File: config.mk
export PLATFORM = sky130hd
export DESIGN_NAME = fwkl_lock
export DESIGN_NICKNAME = d
export VERILOG_FILES = /design/src/common/fwkl_pkg.sv /design/src/fwkl_lock.sv
export SDC_FILE = /design/constraint.sdc
export NUM_CORES = 1
export LEC_CHECK = 0
export ABC_AREA = 1
export ABC_CLOCK_PERIOD_IN_PS = 1500
export BUFFER_PORTS_ARGS = -buffer_cell sky130_fd_sc_hd__buf_2
export CAP_MARGIN = 20
export CORE_AREA = 2 2 84 86
export CTS_CLUSTER_SIZE = 24
export DETAILED_ROUTE_END_ITERATION = 8
export DIE_AREA = 0 0 86 88
export SYNTH_ARGS = -nofsm -noshare
export SYNTH_HDL_FRONTEND = slang
export SYNTH_SLANG_ARGS = --single-unit
File: constraint.sdc
create_clock -name core_clk_in -period 1.5 [get_ports core_clk_in]
set_input_delay 0.075 -clock core_clk_in [delete_from_list [all_inputs] [get_ports core_clk_in]]
set_output_delay 0.075 -clock core_clk_in [all_outputs]
set_load 0.005 [all_outputs]
File: src/common/fwkl_pkg.sv
// constants and types shared by the flash write key lock
package fwkl_pkg;

    // ----------------------------------------------------------------
    // register placement and layout
    // ----------------------------------------------------------------
    localparam logic [7:0] FWKL_KEY_ADDR = 8'hB7;
    localparam logic [7:0] FWKL_KEY_RESET = 8'h00;
    localparam int FWKL_REG_W = 8;
    localparam int FWKL_STATE_W = 2;
    localparam logic [5:0] FWKL_UNUSED_RD = 6'h00;

    // ----------------------------------------------------------------
    // key sequence values
    // ----------------------------------------------------------------
    localparam logic [7:0] FWKL_KEY_FIRST = 8'hA5;
    localparam logic [7:0] FWKL_KEY_SECOND = 8'hF1;

    // ----------------------------------------------------------------
    // lock state codes as seen on a read
    // ----------------------------------------------------------------
    localparam logic [1:0] FWKL_CODE_LOCKED = 2'h0;
    localparam logic [1:0] FWKL_CODE_FIRST = 2'h1;
    localparam logic [1:0] FWKL_CODE_OPEN = 2'h2;
    localparam logic [1:0] FWKL_CODE_LOCKOUT = 2'h3;

    // lock sequencer states
    typedef enum logic [1:0] {
        FWKL_ST_LOCKED,
        FWKL_ST_FIRST,
        FWKL_ST_OPEN,
        FWKL_ST_LOCKOUT
    } fwkl_state_t;

endpackage

File: src/fwkl_lock.sv
// flash write key lock: key register, arming and lockout of flash writes
//
// Notes on behaviour
// writing A5 then F1 to the key register arms one flash write or erase
// permission drops by itself once the armed write or erase has finished
// any key write off the expected sequence locks flash out
// a flash write or erase attempted while unarmed is blocked and locks out
// lockout ignores key writes and lasts until device reset
// software may force lockout by writing a non-A5 first key
// a read returns lock state in bits 1-0: locked, first, open, lockout
// key register is eight bits, resets to zero, same address on all pages
// data-space writes reach flash only while store write enable is set
// with erase and write enable set, a flash write erases the page
// a read returns zero in bits 7-2, never the key value
`timescale 1ns/1ns
module fwkl_lock
    import fwkl_pkg::*;
#(
    parameter int ADDR_W = 16
) (
    // clock, reset and enable
    input wire logic core_clk_in,
    input wire logic rst_in,
    input wire logic ce_in,
    // special function register port
    input wire logic [7:0] sfr_addr_in,
    input wire logic sfr_wr_in,
    input wire logic sfr_rd_in,
    input wire logic [7:0] sfr_wdata_in,
    output logic [7:0] sfr_rdata_out,
    // program store control bits
    input wire logic store_write_enable_in,
    input wire logic store_erase_enable_in,
    // data-space move write from the core
    input wire logic dsm_wr_in,
    input wire logic [ADDR_W-1:0] dsm_addr_in,
    input wire logic [7:0] dsm_data_in,
    // flash controller handshake
    input wire logic flash_done_in,
    output logic flash_write_out,
    output logic flash_erase_out,
    output logic [ADDR_W-1:0] flash_addr_out,
    output logic [7:0] flash_data_out,
    // data ram write path
    output logic ram_write_out,
    // lock state for status
    output logic [1:0] lock_state_out
);

    // ----------------------------------------------------------------
    // elaboration check
    // ----------------------------------------------------------------
    if (ADDR_W < 1 || ADDR_W > 32) begin : g_bad_addr_w
        $error("fwkl_lock: ADDR_W must be 1 to 32");
    end

    // ----------------------------------------------------------------
    // state
    // ----------------------------------------------------------------
    typedef struct packed {
        fwkl_state_t st;
        logic busy;
        logic [1:0] code;
        logic [7:0] rdata;
        logic wr;
        logic er;
        logic ram;
        logic [ADDR_W-1:0] addr;
        logic [7:0] data;
    } fwkl_regs_t;

    fwkl_regs_t s_r;
    fwkl_regs_t s_nxt;
    logic key_wr;
    logic key_rd;
    logic flash_try;

    // decode of key register accesses and flash-targeted writes
    assign key_wr = sfr_wr_in && (sfr_addr_in == FWKL_KEY_ADDR);
    assign key_rd = sfr_rd_in && (sfr_addr_in == FWKL_KEY_ADDR);
    assign flash_try = dsm_wr_in && store_write_enable_in;

    // code of a sequencer state
    function automatic logic [1:0] fwkl_code(input fwkl_state_t st);
        logic [1:0] c;
        c = FWKL_CODE_LOCKED;
        unique case (st)
            FWKL_ST_LOCKED: c = FWKL_CODE_LOCKED;
            FWKL_ST_FIRST: c = FWKL_CODE_FIRST;
            FWKL_ST_OPEN: c = FWKL_CODE_OPEN;
            FWKL_ST_LOCKOUT: c = FWKL_CODE_LOCKOUT;
        endcase
        return c;
    endfunction

    // ----------------------------------------------------------------
    // next state
    // ----------------------------------------------------------------
    always_comb begin
        s_nxt = s_r;
        s_nxt.wr = 1'b0;
        s_nxt.er = 1'b0;
        s_nxt.ram = 1'b0;
        // armed operation finished: drop permission
        if (s_r.busy && flash_done_in) begin
            s_nxt.busy = 1'b0;
            if (s_r.st == FWKL_ST_OPEN) begin
                s_nxt.st = FWKL_ST_LOCKED;
            end
        end
        // key sequence
        if (key_wr) begin
            unique case (s_r.st)
                FWKL_ST_LOCKED: begin
                    if (sfr_wdata_in == FWKL_KEY_FIRST) begin
                        s_nxt.st = FWKL_ST_FIRST;
                    end else begin
                        s_nxt.st = FWKL_ST_LOCKOUT;
                    end
                end
                FWKL_ST_FIRST: begin
                    if (sfr_wdata_in == FWKL_KEY_SECOND) begin
                        s_nxt.st = FWKL_ST_OPEN;
                    end else begin
                        s_nxt.st = FWKL_ST_LOCKOUT;
                    end
                end
                FWKL_ST_OPEN: s_nxt.st = FWKL_ST_LOCKOUT;
                FWKL_ST_LOCKOUT: s_nxt.st = FWKL_ST_LOCKOUT;
            endcase
        end
        // data-space write: flash if enabled and armed, lockout if enabled but not armed, else data ram
        if (dsm_wr_in) begin
            s_nxt.addr = dsm_addr_in;
            s_nxt.data = dsm_data_in;
            if (!store_write_enable_in) begin
                s_nxt.ram = 1'b1;
            end else if (s_r.st == FWKL_ST_OPEN && !s_r.busy && !key_wr) begin
                s_nxt.busy = 1'b1;
                s_nxt.er = store_erase_enable_in;
                s_nxt.wr = !store_erase_enable_in;
            end else begin
                s_nxt.st = FWKL_ST_LOCKOUT;
            end
        end
        s_nxt.code = fwkl_code(s_nxt.st);
        // read returns state only, upper bits zero
        if (key_rd) begin
            s_nxt.rdata = {FWKL_UNUSED_RD, s_r.code};
        end
    end

    // register the state, frozen while the enable is low
    always_ff @(posedge core_clk_in or posedge rst_in) begin
        if (rst_in) begin
            s_r <= '0;
        end else if (ce_in) begin
            s_r <= s_nxt;
        end
    end

    // ----------------------------------------------------------------
    // outputs
    // ----------------------------------------------------------------
    assign sfr_rdata_out = s_r.rdata;
    assign flash_write_out = s_r.wr;
    assign flash_erase_out = s_r.er;
    assign flash_addr_out = s_r.addr;
    assign flash_data_out = s_r.data;
    assign ram_write_out = s_r.ram;
    assign lock_state_out = s_r.code;

    // ----------------------------------------------------------------
    // assertions
    // ----------------------------------------------------------------
    property p_first_key;
        @(posedge core_clk_in) disable iff (rst_in)
        ce_in && key_wr && !dsm_wr_in && lock_state_out == FWKL_CODE_LOCKED
            && sfr_wdata_in == FWKL_KEY_FIRST
            |=> lock_state_out == FWKL_CODE_FIRST;
    endproperty
    a_first_key: assert property (p_first_key)
        else $error("first key did not advance the lock");

    property p_second_key;
        @(posedge core_clk_in) disable iff (rst_in)
        ce_in && key_wr && !dsm_wr_in && lock_state_out == FWKL_CODE_FIRST
            && sfr_wdata_in == FWKL_KEY_SECOND
            |=> lock_state_out == FWKL_CODE_OPEN;
    endproperty
    a_second_key: assert property (p_second_key)
        else $error("second key did not unlock");

    property p_bad_key;
        @(posedge core_clk_in) disable iff (rst_in)
        ce_in && key_wr && (lock_state_out == FWKL_CODE_OPEN
            || (lock_state_out == FWKL_CODE_LOCKED
                && sfr_wdata_in != FWKL_KEY_FIRST)
            || (lock_state_out == FWKL_CODE_FIRST
                && sfr_wdata_in != FWKL_KEY_SECOND))
            |=> lock_state_out == FWKL_CODE_LOCKOUT;
    endproperty
    a_bad_key: assert property (p_bad_key)
        else $error("wrong key did not lock out");

    property p_unarmed;
        @(posedge core_clk_in) disable iff (rst_in)
        ce_in && flash_try && (lock_state_out != FWKL_CODE_OPEN || s_r.busy)
            |=> lock_state_out == FWKL_CODE_LOCKOUT
                && !flash_write_out && !flash_erase_out;
    endproperty
    a_unarmed: assert property (p_unarmed)
        else $error("unarmed flash write was not blocked");

    property p_lockout_holds;
        @(posedge core_clk_in) disable iff (rst_in)
        lock_state_out == FWKL_CODE_LOCKOUT
            |=> lock_state_out == FWKL_CODE_LOCKOUT;
    endproperty
    a_lockout_holds: assert property (p_lockout_holds)
        else $error("lockout left without reset");

    property p_relock;
        @(posedge core_clk_in) disable iff (rst_in)
        ce_in && s_r.busy && flash_done_in && !key_wr && !dsm_wr_in
            && lock_state_out == FWKL_CODE_OPEN
            |=> lock_state_out == FWKL_CODE_LOCKED;
    endproperty
    a_relock: assert property (p_relock)
        else $error("lock did not re-arm after the operation");

    property p_ram_route;
        @(posedge core_clk_in) disable iff (rst_in)
        ce_in && dsm_wr_in && !store_write_enable_in
            |=> ram_write_out && !flash_write_out && !flash_erase_out;
    endproperty
    a_ram_route: assert property (p_ram_route)
        else $error("disabled store write reached flash");

    property p_erase;
        @(posedge core_clk_in) disable iff (rst_in)
        ce_in && flash_try && store_erase_enable_in && !key_wr && !s_r.busy
            && lock_state_out == FWKL_CODE_OPEN
            |=> flash_erase_out && !flash_write_out
                && flash_addr_out == $past(dsm_addr_in);
    endproperty
    a_erase: assert property (p_erase)
        else $error("armed erase not issued");

    property p_read;
        @(posedge core_clk_in) disable iff (rst_in)
        ce_in && key_rd |=> sfr_rdata_out[7:2] == FWKL_UNUSED_RD
            && sfr_rdata_out[1:0] == $past(lock_state_out);
    endproperty
    a_read: assert property (p_read)
        else $error("key register read returned wrong value");

endmodule
==> metrics.csv <==
stage;metric;value;unit
cts;cts_max_level;2;
drt;dr.pass1.iters;4;
sta;finalHoldViolations;0;
cells_and_area;syn_to_final_growth;21.4;%
global_routing;grt_pass1_vias;1215;
placed_design;dp_cells;289;
floorplanning;die_h;88;microns
synthesis;ys_seq_elements;33;
floorplanning;die_area;7570;sq um
cts;cts-buffers-inserted;5;
cts;post-cts-setup-buffer-count;0;
global_routing;grt.busiest_layer;met2;
cells_and_area;final_cell_mix;79 x buf_2, 33 x dfrtp_1, 32 x nand2_1;
drt;wl_per_cell;11.1;microns
placed_design;place_area;1980;sq um
synthesis;ys_seq_area_frac;0.473;
cts;clk_latency;0.27;ns
global_routing;grt_pass1_wl;5580;microns
global_routing;grt-ovfl-total;0;
synthesis;syn_area_per_cell;10.8;sq um
drt;num_vias;1195;
sta;setup_viol_count_final;0;
synthesis;yosys_warnings;0;
synthesis;synth.distinct_cells;17;
worst_setup_path;reg2regPathDepth;7;
cts;clkTransAtPathRegs;0.07;ns
synthesis;syn_area;1740;sq um
drt;viasPerCell;4.00;
global_routing;met1_usage;0.113;
power_and_ir_drop;peakVddDrop;0.582;mV
worst_setup_path;required;1.67;ns
sta;max_freq;0.847;GHz
worst_setup_path;r2r-end;s_r[38];
sta;rsz0062_at_grt;no;
cts;cts_tree;yes;
placed_design;dp.final_hpwl;2500;microns
sta;fin_crit;1.18;ns
worst_setup_path;crit_fanout;5;
cts;cts.path.max_buffers;2;
power_and_ir_drop;leakagePower;1.17;nW
cells_and_area;antenna_cells;0;
worst_setup_path;crit_start;lock_state_out[1];
sta;maxSlewViolCount;0;
cells_and_area;final_core_util;0.319;
power_and_ir_drop;p_per_area;1140;nW/um^2
global_routing;grt_max_degree;34;
hold_path;hold_depth;2;
hold_path;hp-class;in -> reg;
floorplanning;die_x;86;microns
drt;drt-total-wl;3320;microns
sta;final.setup.tns;0;ns
worst_setup_path;endpoint_kind;flip-flop;
hold_path;min_from;store_write_enable_in;
run;cap_violations;0;
cells_and_area;final_cells;299;
drt;postRouteAntennaNets;0;
synthesis;syn_inst;161;
cts;clock_tree.root_cell;clkbuf_8;
worst_setup_path;critical_path_class;reg -> reg;
placed_design;globalplace.congestion;0.822;
hold_path;hold_end;ram_write_out;
floorplanning;coreArea;6640;sq um
worst_setup_path;critPathLaunchType;flip-flop;
power_and_ir_drop;power;2.41;mW
global_routing;use_met2;0.149;
floorplanning;row_count;30;
drt;drc;0;
outcome;outcome;finished clean;
global_routing;grt_antenna_before_repair;0;
drt;initialDrtViolationCount;36;
cells_and_area;final_area;2120;sq um
global_routing;grt_use_total;0.0929;
cts;cts_num_sinks;33;
worst_setup_path;worstReg2RegStart;lock_state_out[1];
floorplanning;io_pins;86;
cells_and_area;fin_nets;267;
worst_setup_path;worst_ep_arrival_time;1.35;ns
cells_and_area;mostFrequentLayoutCell;buf_2;
cells_and_area;drive_gt1_frac;0.525;
worst_setup_path;rrSetupSlack;0.32;ns
placed_design;port_buffers;79;
global_routing;grtUsageMet3;0.0377;
sta;clock_skew;0.00142;ns
floorplanning;initial_core_util;0.263;
sta;finalCritPeriodShare;0.787;
==> kinds of logic after synthesis <==
kind of cell	Yosys count	share of synthesized area
simple gates	51	0.128
buf+inv	47	0.185
flops	33	0.473
compound gates	5	0.0158
mux	24	0.196
other cells	1	0.00215
==> metrics by stage <==
step                      hold WS (ns)  setup slack [ns]
after floorplan                  0.172             0.458
after global placement           0.193             0.384
after detailed placement         0.200             0.348
after CTS                      0.00133             0.329
after global routing           0.00867             0.197
final                           0.0173             0.319
==> worst max-delay path, cell delays in order, from the launching register on <==
cell and delay, ns:
dfrtp_1 0.41, inv_1 0.09, nor3_1 0.20, nand2_2 0.12, nand2_2 0.07, nand3_1 0.06
nand2_1 0.07, nand2_1 0.05
==> synthesized netlist by cell type (all sizes together) <==
library cell	instances	share of area
o21ai	4	0.011
nand4	2	0.0072
mux2	24	0.20
dfrtp	33	0.47
inv	10	0.022
nor3	3	0.0086
buf	37	0.16
nand2	35	0.082
o31ai	1	0.0043
conb	1	0.0022
nor2	7	0.015
nand3	4	0.014
==> layout make-up <==
class,count,area [sq um]
clock buffers,7,86.3
clock inverters,1,30.0
fillers,684,4530
inverters,10,37.5
multi-input cells,86,614
flip-flops and latches,33,826
well taps,80,100
repair buffers,82,423
==> where the power goes <==
group          switching (mW)  internal [mW]  leakage [nW]
sequential             0.0721           1.01         0.400
combinational           0.189          0.276         0.716
clock                   0.322          0.542        0.0585
total                   0.583           1.83          1.17
==> sequential cells by signal, indices dropped and copies added (netlist names) <==
name / flops
lock_state_out: 2
flash_data_out: 8
s_r: 2
ram_write_out: 1
flash_erase_out: 1
flash_addr_out: 16
sfr_rdata_out: 2
flash_write_out: 1
==> routing by layer <==
| layer | vias to the layer above | wire length [microns] | part of all wire |
|---|---|---|---|
| met3 | 4 | 280 | 0.084 |
| li1 | 584 | - | - |
| met5 | - | 0 | 0 |
| met4 | 0 | 32 | 0.0097 |
| met1 | 560 | 1420 | 0.43 |
| met2 | 47 | 1580 | 0.48 |
==> timing repair <==
| action | CTS | global route |
|---|---|---|
| hold buffers | 2 | 0 |
| setup endpoints to repair | 0 | 0 |
| resized for setup | 0 | 0 |
| endpoints found under the hold margin | 34 | 0 |
==> worst max-delay path by stage <==
stage	cells after the start	slack, ns	endpoint
CTS	7	0.33	s_r[38]
global route	7	0.20	s_r[38]
detailed placement	7	0.35	s_r[38]
floorplan	7	0.46	lock_state_out[0]
finish	7	0.32	s_r[38]
global placement	8	0.38	lock_state_out[1]
Note: power is estimated with default switching activity, not from simulation.
